<file path="config.mk">
export PLATFORM = sky130hd
export DESIGN_NAME = charge_mode_ctl
export DESIGN_NICKNAME = d
export VERILOG_FILES = /design/src/common/charge_ctl_pkg.sv /design/src/rtl/time_base.sv /design/src/rtl/charge_mode_ctl.sv
export SDC_FILE = /design/constraint.sdc
export NUM_CORES = 1
export LEC_CHECK = 0
export BUFFER_PORTS_ARGS = -buffer_cell sky130_fd_sc_hd__buf_2
export CAP_MARGIN = 0
export CORE_ASPECT_RATIO = 1.5
export CORE_MARGIN = 2
export CORE_UTILIZATION = 52
export DETAILED_ROUTE_END_ITERATION = 10
export PLACE_DENSITY_LB_ADDON = 0.15
export SLEW_MARGIN = 25
export SYNTH_ARGS = -nofsm -noshare
export SYNTH_HDL_FRONTEND = slang
export SYNTH_HIERARCHICAL = 1
export SYNTH_SLANG_ARGS = --single-unit
</file>
<file path="constraint.sdc">
create_clock -name clk -period 6.3 [get_ports clk]
set_input_delay 1.26 -clock clk [delete_from_list [all_inputs] [get_ports clk]]
set_output_delay 1.26 -clock clk [all_outputs]
set_load 0.03 [all_outputs]
</file>
<file path="src/common/charge_ctl_pkg.sv">
// constants and types for the charge mode controller
// Behaviour
// - leave reset only after supply stays above start threshold for one second
// - after start-up, re-enter reset only on supply undervoltage
// - pass-gate drive held low while in reset
// - boost input high enters boost from standby, or outside reset and fault if battery not low; current setpoint raised to boost level
// - charge pause overrides boost
// - charge pause halts charging at once; released pause resumes the cycle
// - enable rising starts charging sequence from standby
// - standby releases both indicators
// - conditioning below low-battery threshold under one hour: A low, B released
// - still low battery after one hour: defective pack, A blinks
// - fast charge: A low, B released
// - low sense current with low resistance-free voltage: defective, A blinks
// - top-off and monitor: A released, B low
// - boost drives both indicators low
// - battery overvoltage or sense overcurrent: fault, both indicators blink
// - enable low leaves fault for standby
// - top-off lasts one hour, then gate off and monitor
package charge_ctl_pkg;
  typedef enum logic [3:0] {
    ST_RESET, ST_STANDBY, ST_QUALIFY, ST_COND, ST_FAST, ST_SETTLE,
    ST_TOPOFF, ST_MONITOR, ST_DEFECT, ST_FAULT, ST_BOOST
  } mode_t;
  typedef enum logic [1:0] {
    SP_OFF, SP_COND, SP_FAST, SP_BOOST
  } setpoint_t;
  localparam int CLK_HZ        = 200_000_000;
  localparam int SECOND_S      = 1;
  localparam int TICKS_PER_SEC = CLK_HZ * SECOND_S;
  localparam int HOUR_S        = 3600;
  localparam int BLINK_MS      = 625;   // half period of 0.8 Hz
  localparam int BLINK_TICKS   = CLK_HZ / 1000 * BLINK_MS;
endpackage

</file>
<file path="src/rtl/time_base.sv">
// time base counter chain: second ticks, hour ticks, blink
`timescale 1ns/1ps
module time_base #(
  parameter int SEC_CYCLES   = charge_ctl_pkg::TICKS_PER_SEC,
  parameter int BLINK_CYCLES = charge_ctl_pkg::BLINK_TICKS,
  parameter int HOUR_SECS    = charge_ctl_pkg::HOUR_S
) (
  input  wire logic clk,
  input  wire logic rst,
  input  wire logic restart,
  output logic      sec_tick,
  output logic      hour_tick,
  output logic      blink
);
  logic [31:0] sec_cnt_q;
  logic [31:0] blink_cnt_q;
  logic [15:0] hour_cnt_q;
  wire sec_end   = (sec_cnt_q == 32'(SEC_CYCLES - 1));
  wire blink_end = (blink_cnt_q == 32'(BLINK_CYCLES - 1));
  wire hour_end  = sec_end && (hour_cnt_q == 16'(HOUR_SECS - 1));

  // restartable second and hour chain; blink free-runs so it never stutters
  always_ff @(posedge clk or posedge rst) begin
    if (rst) begin
      sec_cnt_q   <= 32'h0;
      hour_cnt_q  <= 16'h0;
      blink_cnt_q <= 32'h0;
      sec_tick    <= 1'b0;
      hour_tick   <= 1'b0;
      blink       <= 1'b0;
    end else begin
      sec_tick    <= sec_end && !restart;
      hour_tick   <= hour_end && !restart;
      blink_cnt_q <= blink_end ? 32'h0 : blink_cnt_q + 32'h1;
      if (blink_end) begin
        blink <= !blink;
      end
      if (restart || sec_end) begin
        sec_cnt_q <= 32'h0;
      end else begin
        sec_cnt_q <= sec_cnt_q + 32'h1;
      end
      if (restart || hour_end) begin
        hour_cnt_q <= 16'h0;
      end else if (sec_end) begin
        hour_cnt_q <= hour_cnt_q + 16'h1;
      end
    end
  end
endmodule // time_base

</file>
<file path="src/rtl/charge_mode_ctl.sv">
// charge mode controller: sequencing, gate drive and status indicators
`timescale 1ns/1ps
module charge_mode_ctl #(
  parameter int SEC_CYCLES   = charge_ctl_pkg::TICKS_PER_SEC,
  parameter int BLINK_CYCLES = charge_ctl_pkg::BLINK_TICKS,
  parameter int HOUR_SECS    = charge_ctl_pkg::HOUR_S
) (
  input  wire logic        clk,
  input  wire logic        rst,
  input  wire logic        supply_above_start,
  input  wire logic        supply_undervolt,
  input  wire logic        enable,
  input  wire logic        boost,
  input  wire logic        charge_pause_n,
  input  wire logic        float_select,
  input  wire logic        batt_below_low,
  input  wire logic        batt_over,
  input  wire logic        sense_above_end,
  input  wire logic        sense_over,
  input  wire logic        rfv_low,
  input  wire logic        batt_refresh,
  output logic             pass_gate_drive,
  output logic             status_indicator_a_oe,
  output logic             status_indicator_a_o,
  output logic             status_indicator_b_oe,
  output logic             status_indicator_b_o,
  output logic [1:0]       current_setpoint,
  output logic             float_select_q,
  output logic [3:0]       mode
);
  // input synchronisers: three stages, change taken when stages two and three agree
  localparam int NIN = 11;
  localparam logic [NIN-1:0] SYNC_RST = 11'h040; // pause pin idles high, so no false pause
  logic [NIN-1:0] s1_q;
  logic [NIN-1:0] s2_q;
  logic [NIN-1:0] s3_q;
  logic [NIN-1:0] in_q;
  wire  [NIN-1:0] raw_in = {supply_above_start, supply_undervolt, enable, boost,
                            charge_pause_n, float_select, batt_below_low, batt_over,
                            sense_above_end, sense_over, rfv_low};
  genvar gi;
  generate
    for (gi = 0; gi < NIN; gi++) begin : g_sync
      always_ff @(posedge clk or posedge rst) begin
        if (rst) begin
          s1_q[gi] <= SYNC_RST[gi];
          s2_q[gi] <= SYNC_RST[gi];
          s3_q[gi] <= SYNC_RST[gi];
          in_q[gi] <= SYNC_RST[gi];
        end else begin
          s1_q[gi] <= raw_in[gi];
          s2_q[gi] <= s1_q[gi];
          s3_q[gi] <= s2_q[gi];
          if (s2_q[gi] == s3_q[gi]) begin
            in_q[gi] <= s3_q[gi];
          end
        end
      end
    end
  endgenerate
  logic refr_s1_q;
  logic refr_s2_q;
  logic refr_s3_q;
  logic refr_q;
  always_ff @(posedge clk or posedge rst) begin
    if (rst) begin
      refr_s1_q <= 1'b0;
      refr_s2_q <= 1'b0;
      refr_s3_q <= 1'b0;
      refr_q    <= 1'b0;
    end else begin
      refr_s1_q <= batt_refresh;
      refr_s2_q <= refr_s1_q;
      refr_s3_q <= refr_s2_q;
      if (refr_s2_q == refr_s3_q) begin
        refr_q <= refr_s3_q;
      end
    end
  end

  wire sup_ok   = in_q[10];
  wire sup_uv   = in_q[9];
  wire en       = in_q[8];
  wire bst      = in_q[7];
  wire pause    = !in_q[6];
  wire vsel     = in_q[5];
  wire low_bat  = in_q[4];
  wire over_v   = in_q[3];
  wire sns_hi   = in_q[2];
  wire over_i   = in_q[1];
  wire rfv_lo   = in_q[0];

  // mode state and edge tracking
  charge_ctl_pkg::mode_t state_q;
  charge_ctl_pkg::mode_t state_d;
  logic en_prev_q;
  logic sec_tick;
  logic hour_tick;
  logic blink;
  wire  en_rise  = en && !en_prev_q;
  wire  charging = (state_q == charge_ctl_pkg::ST_COND) || (state_q == charge_ctl_pkg::ST_FAST) ||
                   (state_q == charge_ctl_pkg::ST_TOPOFF);
  wire  fault_hit = en && (over_v || over_i);
  // timer restarts on every state change and while the supply is not yet good;
  // a pause in fast charge restarts it too, so end of charge is judged a full
  // second after current flows again
  wire  restart  = (state_d != state_q) ||
                   (state_q == charge_ctl_pkg::ST_RESET && (!sup_ok || sup_uv)) ||
                   (state_q == charge_ctl_pkg::ST_FAST && pause);

  time_base #(
    .SEC_CYCLES   (SEC_CYCLES),
    .BLINK_CYCLES (BLINK_CYCLES),
    .HOUR_SECS    (HOUR_SECS)
  ) u_time_base (
    .clk       (clk),
    .rst       (rst),
    .restart   (restart),
    .sec_tick  (sec_tick),
    .hour_tick (hour_tick),
    .blink     (blink)
  );

  // next mode; pause freezes fast charge and blocks boost, fault outranks both
  always_comb begin
    state_d  = state_q;
    case (state_q)
      charge_ctl_pkg::ST_RESET: begin
        if (sup_ok && !sup_uv && sec_tick) state_d = charge_ctl_pkg::ST_STANDBY;
      end
      charge_ctl_pkg::ST_STANDBY: begin
        if (bst && !pause) state_d = charge_ctl_pkg::ST_BOOST;
        else if (en_rise) state_d = charge_ctl_pkg::ST_QUALIFY;
      end
      charge_ctl_pkg::ST_QUALIFY: begin
        if (sec_tick) state_d = low_bat ? charge_ctl_pkg::ST_COND : charge_ctl_pkg::ST_FAST;
      end
      charge_ctl_pkg::ST_COND: begin
        if (!low_bat) state_d = charge_ctl_pkg::ST_FAST;
        else if (hour_tick) state_d = charge_ctl_pkg::ST_DEFECT;
      end
      charge_ctl_pkg::ST_FAST: begin
        // sense lags the gate through the synchroniser: judge it only on a second tick
        if (!sns_hi && sec_tick) state_d = charge_ctl_pkg::ST_SETTLE;
      end
      charge_ctl_pkg::ST_SETTLE: begin
        if (sec_tick) state_d = rfv_lo ? charge_ctl_pkg::ST_DEFECT : charge_ctl_pkg::ST_TOPOFF;
      end
      charge_ctl_pkg::ST_TOPOFF: begin
        if (hour_tick) state_d = charge_ctl_pkg::ST_MONITOR;
      end
      charge_ctl_pkg::ST_MONITOR: begin
        if (refr_q) state_d = charge_ctl_pkg::ST_FAST;
      end
      charge_ctl_pkg::ST_BOOST: begin
        if (!bst || pause) state_d = charge_ctl_pkg::ST_STANDBY;
      end
      default: state_d = state_q; // defect and fault wait for enable low
    endcase
    if (state_q != charge_ctl_pkg::ST_RESET && state_q != charge_ctl_pkg::ST_STANDBY
        && state_q != charge_ctl_pkg::ST_BOOST && !en) begin
      state_d = charge_ctl_pkg::ST_STANDBY;
    end else if (state_q != charge_ctl_pkg::ST_RESET && fault_hit) begin
      state_d = charge_ctl_pkg::ST_FAULT;
    end else if (state_q != charge_ctl_pkg::ST_RESET && state_q != charge_ctl_pkg::ST_STANDBY
                 && state_q != charge_ctl_pkg::ST_BOOST && state_q != charge_ctl_pkg::ST_FAULT
                 && bst && !pause && !low_bat) begin
      state_d  = charge_ctl_pkg::ST_BOOST;
    end
    if (state_q != charge_ctl_pkg::ST_RESET && sup_uv) state_d = charge_ctl_pkg::ST_RESET;
  end

  // outputs decoded from the next mode so every output is a flip-flop
  wire gate_on_d = !pause && ((state_d == charge_ctl_pkg::ST_COND) ||
                   (state_d == charge_ctl_pkg::ST_FAST) || (state_d == charge_ctl_pkg::ST_TOPOFF) ||
                   (state_d == charge_ctl_pkg::ST_BOOST));
  logic a_low_d;
  logic b_low_d;
  logic [1:0] sp_d;
  always_comb begin
    a_low_d = 1'b0;
    b_low_d = 1'b0;
    sp_d    = 2'(charge_ctl_pkg::SP_OFF);
    case (state_d)
      charge_ctl_pkg::ST_QUALIFY: a_low_d = 1'b1;
      charge_ctl_pkg::ST_COND: begin
        a_low_d = 1'b1;
        sp_d    = 2'(charge_ctl_pkg::SP_COND);
      end
      charge_ctl_pkg::ST_FAST, charge_ctl_pkg::ST_SETTLE: begin
        a_low_d = 1'b1;
        sp_d    = 2'(charge_ctl_pkg::SP_FAST);
      end
      charge_ctl_pkg::ST_TOPOFF, charge_ctl_pkg::ST_MONITOR: b_low_d = 1'b1;
      charge_ctl_pkg::ST_DEFECT: a_low_d = blink;
      charge_ctl_pkg::ST_FAULT: begin
        a_low_d = blink;
        b_low_d = blink;
      end
      charge_ctl_pkg::ST_BOOST: begin
        a_low_d = 1'b1;
        b_low_d = 1'b1;
        sp_d    = 2'(charge_ctl_pkg::SP_BOOST);
      end
      default: begin // reset and standby: released
        a_low_d = 1'b0;
        b_low_d = 1'b0;
      end
    endcase
  end

  // state, enable edge tracking and registered pins
  always_ff @(posedge clk or posedge rst) begin
    if (rst) begin
      state_q               <= charge_ctl_pkg::ST_RESET;
      status_indicator_a_o  <= 1'b0;
      status_indicator_b_o  <= 1'b0;
      en_prev_q             <= 1'b0;
      pass_gate_drive       <= 1'b0;
      status_indicator_a_oe <= 1'b0;
      status_indicator_b_oe <= 1'b0;
      current_setpoint      <= 2'h0;
      float_select_q        <= 1'b0;
      mode                  <= 4'h0;
    end else begin
      state_q               <= state_d;
      status_indicator_a_o  <= 1'b0; // drive level fixed low; the enable decides
      status_indicator_b_o  <= 1'b0;
      en_prev_q             <= en;
      pass_gate_drive       <= gate_on_d;
      status_indicator_a_oe <= a_low_d;
      status_indicator_b_oe <= b_low_d;
      current_setpoint      <= sp_d;
      float_select_q        <= vsel;
      mode                  <= 4'(state_d);
    end
  end

  // checks
  a_reset_gate_off: assert property (@(posedge clk) disable iff (rst)
    state_q == charge_ctl_pkg::ST_RESET |-> !pass_gate_drive) else $error("gate on in reset");
  a_pause_gate_off: assert property (@(posedge clk) disable iff (rst)
    $past(pause) && $past(state_q) != charge_ctl_pkg::ST_RESET |-> !pass_gate_drive)
    else $error("gate on during pause");
  a_boost_leds_low: assert property (@(posedge clk) disable iff (rst)
    state_q == charge_ctl_pkg::ST_BOOST |-> status_indicator_a_oe && status_indicator_b_oe)
    else $error("boost indicators");
  a_boost_needs_run: assert property (@(posedge clk) disable iff (rst)
    $rose(state_q == charge_ctl_pkg::ST_BOOST) |-> $past(bst) && !$past(pause))
    else $error("boost entered under pause");
  a_standby_released: assert property (@(posedge clk) disable iff (rst)
    state_q == charge_ctl_pkg::ST_STANDBY |-> !status_indicator_a_oe && !status_indicator_b_oe)
    else $error("standby indicators");
  a_fault_entry: assert property (@(posedge clk) disable iff (rst)
    state_q != charge_ctl_pkg::ST_RESET && en && (over_v || over_i) && !sup_uv
    |=> state_q == charge_ctl_pkg::ST_FAULT) else $error("fault missed");
  a_fault_exit: assert property (@(posedge clk) disable iff (rst)
    state_q == charge_ctl_pkg::ST_FAULT && !en && !sup_uv
    |=> state_q == charge_ctl_pkg::ST_STANDBY) else $error("fault not left");
  a_topoff_ends: assert property (@(posedge clk) disable iff (rst)
    state_q == charge_ctl_pkg::ST_TOPOFF && state_d == charge_ctl_pkg::ST_MONITOR
    |=> !pass_gate_drive && status_indicator_b_oe) else $error("topoff end");
  a_uv_reset: assert property (@(posedge clk) disable iff (rst)
    sup_uv |=> state_q == charge_ctl_pkg::ST_RESET) else $error("undervoltage ignored");
  a_cond_leds: assert property (@(posedge clk) disable iff (rst)
    state_q == charge_ctl_pkg::ST_COND |-> status_indicator_a_oe && !status_indicator_b_oe)
    else $error("conditioning indicators");
  c_fast: cover property (@(posedge clk) state_q == charge_ctl_pkg::ST_FAST);
  c_monitor: cover property (@(posedge clk) state_q == charge_ctl_pkg::ST_MONITOR);
  c_fault: cover property (@(posedge clk) state_q == charge_ctl_pkg::ST_FAULT);
  c_boost: cover property (@(posedge clk) state_q == charge_ctl_pkg::ST_BOOST);
  c_defect: cover property (@(posedge clk) state_q == charge_ctl_pkg::ST_DEFECT);
endmodule // charge_mode_ctl

</file>
-- Word-level counts from Yosys, hierarchy flattened
Cells that the tools add are included.
- add/sub/neg operators: 3
- equality and inequality tests: 36
- mux-type cells: 25
- reduce and logical (&&, ||, !) cells: 48
- operators by type and width (kind ; number):
    $add A32 B1 Y32 const B ; 2
    $mux W32 ; 2
    $mux W4 ; 16
    $pmux W4 S9 ; 1
    $eq A32 B27 Y1 const B ; 1
    $eq A32 B28 Y1 const B ; 1
    $eq A4 B3 Y1 const B ; 8
    $mux W16 ; 2
    $logic_and A1 B1 Y1 ; 21
    $add A16 B1 Y16 const B ; 1
    $eq A16 B12 Y1 const B ; 1
    $eq A4 B2 Y1 const B ; 4
    $eq A4 B4 Y1 const B ; 4
    $eq A1 B1 Y1 ; 12
    $logic_not A1 Y1 ; 10
    $logic_or A1 B1 Y1 ; 10
    $ne A4 B4 Y1 const B ; 2
    $pmux W2 S3 ; 1
    $reduce_or A5 Y1 ; 1
    $eq A4 B1 Y1 const B ; 1
    $logic_not A4 Y1 ; 1
    $ne A4 B1 Y1 const B ; 1
    $ne A4 B4 Y1 ; 1
    $pmux W1 S2 ; 2
    other kinds (5) ; 6
- register bits: 142
- output and inout bits: 12

-- Logic depth before layout (Yosys ltp)
- word-level depth: 16
- depth in mapped cells: 14
- mapped depth without buffers: 11

-- Modules after synthesis
The synthesis kept the hierarchy.
- modules (own cells, without submodules) (module ; instances ; cells an instance ; area an instance (um^2) ; sequential area each (um^2)):
    time_base ; 1 ; 422 ; 4136.5 ; 2077.0
    charge_mode_ctl ; 1 ; 175 ; 2279.7 ; 1481.4

-- Worst setup path before layout
OpenSTA, ideal clock, no wires.
- path kind: register to register
- from: register state_q[1]
- to: register u_time_base.hour_cnt_q[13]
- arrival: 2.877 ns
- required time: 6.222 ns
- path slack: 3.345 ns
- stages on the path, launching flop included: 13
- path through: dfrtp_1 -> buf_2 -> or3b_2 -> a21oi_1 -> nand2_1 -> a31oi_2 -> xnor2_1 -> nand3_1 -> buf_4 -> inv_1 -> o31a_2 -> or4_1 -> a21oi_1
- cells in the longest elaborated chain, start to end: 16
- RTL lines (what ; line ; RTL):
    start: declaration ; charge_mode_ctl.sv:94 ; charge_ctl_pkg::mode_t state_q;
    start signal: assignment ; charge_mode_ctl.sv:215 ; state_q <= charge_ctl_pkg::ST_RESET;
    start signal: assignment ; charge_mode_ctl.sv:226 ; state_q <= state_d;
    $ne A4 B1 Y1 / $reduce_bool A4 Y1 (equally long branches) ; charge_mode_ctl.sv:160, charge_mode_ctl.sv:165, charge_mode_ctl.sv:163 ;
    $logic_and A1 B1 Y1 ; charge_mode_ctl.sv:160, charge_mode_ctl.sv:165 ;
    $logic_and A1 B1 Y1 ; charge_mode_ctl.sv:161, charge_mode_ctl.sv:166 ;
    $logic_and A1 B1 Y1 ; charge_mode_ctl.sv:166 ; && state_q != charge_ctl_pkg::ST_BOOST && state_q != charge_ctl_pkg::ST_FAULT
    $logic_and A1 B1 Y1 (3 in a row) ; charge_mode_ctl.sv:167 ; && bst && !pause && !low_bat) begin
    $mux W4 ; charge_mode_ctl.sv:165 ; end else if (state_q != charge_ctl_pkg::ST_RESET && state_q != charge_ctl_pkg::ST_STANDBY
    $mux W4 ; charge_mode_ctl.sv:163 ; end else if (state_q != charge_ctl_pkg::ST_RESET && fault_hit) begin
    $mux W4 ; charge_mode_ctl.sv:160 ; if (state_q != charge_ctl_pkg::ST_RESET && state_q != charge_ctl_pkg::ST_STANDBY
    $mux W4 (*) ; charge_mode_ctl.sv:170 ; if (state_q != charge_ctl_pkg::ST_RESET && sup_uv) state_d = charge_ctl_pkg::ST_RESET;
    via state_d[1] ; charge_mode_ctl.sv:95 ; charge_ctl_pkg::mode_t state_d;
    $ne A4 B4 Y1 (*) ; charge_mode_ctl.sv:107 ; wire restart = (state_d != state_q) ||
    $logic_or A1 B1 Y1 (*) ; charge_mode_ctl.sv:107 ;
    $logic_or A1 B1 Y1 (*) ; charge_mode_ctl.sv:108 ; (state_q == charge_ctl_pkg::ST_RESET && (!sup_ok || sup_uv)) ||
    via restart ; charge_mode_ctl.sv:107 ;
    $logic_or A1 B1 Y1 (*) ; time_base.sv:43 ; if (restart || hour_end) begin
    $mux W16 / $reduce_bool A2 Y1 (equally long branches) ; n/a ;
    end signal: assignment ; time_base.sv:46 ; hour_cnt_q <= hour_cnt_q + 16'h1;
    end: declaration ; time_base.sv:17 ; logic [15:0] hour_cnt_q;
The timed path passes the listed nets; every way through them passes the cells marked *.
A chain may end at the register's enable or synchronous reset.

-- Worst setup path after layout
- from: register state_q[2]
- to: register u_time_base.hour_cnt_q[6]
Same word-level chain as after synthesis.

==> out/metrics.yaml <==
synth_ff_type: "dfrtp_1"
clkLatencyLatePin_ns: 0.42
synth.avg_cell_area_um2: 10.7
synth_fa_ha_area_frac: 0.0246
ys_async_sr_fraction: 1.00
fp.dieW_um: 94.7
grt-ovfl-total: 0
vias_per_cell: 5.76
p_int_uw: 1480
switching_share: 0.242
rows: 49
crit_type: "flop to flop"
grt_max_degree: 68
fmaxAchievable_ghz: 0.273
diodes: 0
rrSetupSlack_ns: 2.64
hp-class: "flop to flop"
cp.arrival_ns: 4.00
status: "finished, final reports clean"
cp.depth: 11
wl_per_cell_um: 16.2
syn_area_mm2: 0.00642
ys_warn_count: 6
cp_cell_sequence: "inv_1, a21oi_1, o2111ai_1, a311oi_4, xor2_1, nor3_1, nand3_1, inv_1, o31a_2, or4_1, a21oi_1"
finalSetupTns_ns: 0
area_growth_pct: 12.5
synthDistinctLibCells: 66
dieArea_mm2: 0.0133
clockRootBuffer: "clkbuf_16"
synth-edff-count: 0
drc: 0
core_mm2: 0.0120
grt_pass1_wl_um: 21300
cp_max_fo: 19
nNetsFinal: 637
drt_iter0_markers: 223
firstDrtPassIters: 6
yosys.area_share.xor_xnor: 0.0846
slew_violations: 0
finish.utilization: 0.601
io_pins: 26
rsz0062_at_grt: "no"
synth_top_area_frac: 0.538
synthTopCellsByArea: "dfrtp_1, xor2_1, nor2_1"
clock_path_buffers: 2
hold_buffers: 0
layout-drive-gt1-share: 0.128
grtUsageTotal: 0.203
fin_crit_ns: 3.66
die_h_um: 140
r2r-start: "state_q[2]"
via_count: 4529
clock_skew_ns: 0.0107
floorplan.initialDensity: 0.534
synth_top_area_cell: "dfrtp_1"
critPathRequiredTime_ns: 6.64
clk_pin_slew_ns: 0.06
cts_setup_buffers: 0
p_leak_uw: 0.00305
ir_drop_mv: 0.167
post-place-ws_ns: 2.68
numCtsBuffers: 17
tightest_slew_ns: 0.847
powerDensity_mw_per_mm2: 270
yosys.area_share.simple: 0.230
finalCritPeriodShare: 0.581
dpl.hpwl_um: 8550
synthMuxAreaShare: 0.00312
n_fill_cell: 1025
clock-sinks: 142
start_kind: "flop"
synth_compound_area_frac: 0.0753
cpMaxStageDelayCell: "dfrtp_1"
drt-total-wl_um: 12700
combinationalPowerShare: 0.031
fin_ws_ns: 2.64
htree_levels: 4
relSlewSlack: 0.436
r2r-end: "u_time_base/hour_cnt_q[6]"
drtAntennaViolNets: 0
syn-instance-count: 597
power.share.clock: 0.481
grt_pass1_vias: 4528
end_kind: "flop"
finalHoldViolations: 0
worstHoldStart: "s1_q[4]"
critical_path.top_delay_family: "compound AO/OA/AOI/OAI gates"
maxCapViolations: 0
antenna_found_initial: 0
port-buffer-count: 23
cts_tree: "yes"
seq_area_frac_synth: 0.555
synth_top_family_by_area: "simple AND/OR/NAND/NOR gates"
holdPathStages: 0
path_buf_inv: 2
place_congestion: 0.875
ys_ff_latch: 142
hold_end: "s2_q[4]"
power_switching_uw: 472
p_seq_frac: 0.488
post_cts_resized: 0
cpPeakStageDelay_ns: 0.69
r2r_cells: 11
finalSetupViolCount: 0
==> layer usage <==
metal  GRT usage  vias to the layer above  wire length [um]
li1            -                     2153                 -
met1       0.249                     2263              5310
met2       0.343                       94              6800
met3      0.0473                       19               445
met4      0.0786                        0               172
met5           0                        -                 0
==> cells in the mapped netlist, types with 2 or more instances <==
master    number
mux2i_1        2
and3_1        20
nor3b_1        6
clkbuf_1      11
nor4b_1        5
and4_1         5
o21ai_0       14
o221ai_1       2
a21o_1         2
dfstp_2        4
nor2_1        65
dfrtp_1      138
ha_1           3
a21oi_1       23
xnor2_1       26
buf_6          2
nand3b_1       5
nor2b_1        9
or4b_2         2
nor4_1         9
nand4_1       20
maj3_1        12
a31oi_1        5
buf_4          6
o21a_1         3
nor3_2         2
nand2b_1       6
or3_1          7
nand2_1       37
or4_1          8
nand3_1       33
nor3_1         8
and2_1         5
nand4b_1       3
buf_2          4
o31ai_1        6
o21ai_1        4
xor2_1        36
inv_1         12
==> worst max-delay path by stage <==
stage	startpoint	end	slack, ns
3_5_place_dp	state_q[2]	u_time_base/hour_cnt_q[13]	2.68
2_1_floorplan	rst	u_time_base/blink	2.90
5_1_grt	state_q[2]	u_time_base/hour_cnt_q[6]	2.31
4_1_cts	state_q[2]	u_time_base/hour_cnt_q[6]	2.64
3_3_place_gp	state_q[2]	u_time_base/hour_cnt_q[6]	2.83
6_report	state_q[2]	u_time_base/hour_cnt_q[6]	2.64
==> layout make-up <==
cell class                      count  area, um2  area share
Clock inverter                     14        124      0.0172
Multi-Input combinational cell    421       2720       0.377
Timing Repair Buffer               26        138      0.0191
Clock buffer                       18        439      0.0609
Inverter                           12       46.3     0.00641
Sequential cell                   142       3560       0.493
Tap cell                          153        191      0.0265
==> registers in the layout, indices dropped and copies added, names as in the netlist, 2 cells and up <==
register / flops
s3_q: 11
s2_q: 11
u_time_base/hour_cnt_q: 16
state_q: 4
u_time_base/blink_cnt_q: 32
s1_q: 11
current_setpoint: 2
u_time_base/sec_cnt_q: 32
==> power by group through the flow <==
stage	clock (uW)	sequential, uW	combinational [uW]
2_1_floorplan	0	963	45.6
3_3_place_gp	0	969	60.9
3_5_place_dp	0	970	62.4
4_1_cts	960	953	62.6
5_1_grt	1000	955	69.6
6_report	939	953	60.4
==> through the flow <==
stage / hold WS [ns] / instances / area [um2] / total power [uW]
after floorplan: 0.331 / 598 / 6420 / 1010
after detailed placement: 0.336 / 754 / 6650 / 1030
after global routing: 0.356 / 786 / 7220 / 2030
after global placement: 0.332 / 754 / 6640 / 1030
final: 0.347 / 786 / 7220 / 1950
after CTS: 0.348 / 786 / 7210 / 1980
==> worst reg2reg max path: stages (launching register included) <==
cell and delay (ns):
dfrtp_1 0.69, inv_1 0.24, a21oi_1 0.18, o2111ai_1 0.25, a311oi_4 0.48, xor2_1 0.20, nor3_1 0.08, nand3_1 0.32
inv_1 0.19, o31a_2 0.25, or4_1 0.54, a21oi_1 0.16
==> cell families after synthesis <==
logic type | Yosys count
simple gates | 268
flops | 142
compound gates | 72
xor+xnor | 62
buf+inv | 35
fa+ha+maj | 15
mux | 2
other cells | 1
==> cells in the final DEF, fill, tap and decap left out, types with 20 or more instances in the layout <==
cell type and n:
and3_1 20, dfrtp_1 138, xor2_1 36, a21oi_1 23, nor2_1 65, nand2_1 37, nand4_1 20, nand3_1 33
buf_2 23, xnor2_1 26
(Power assumes the default switching activity.)
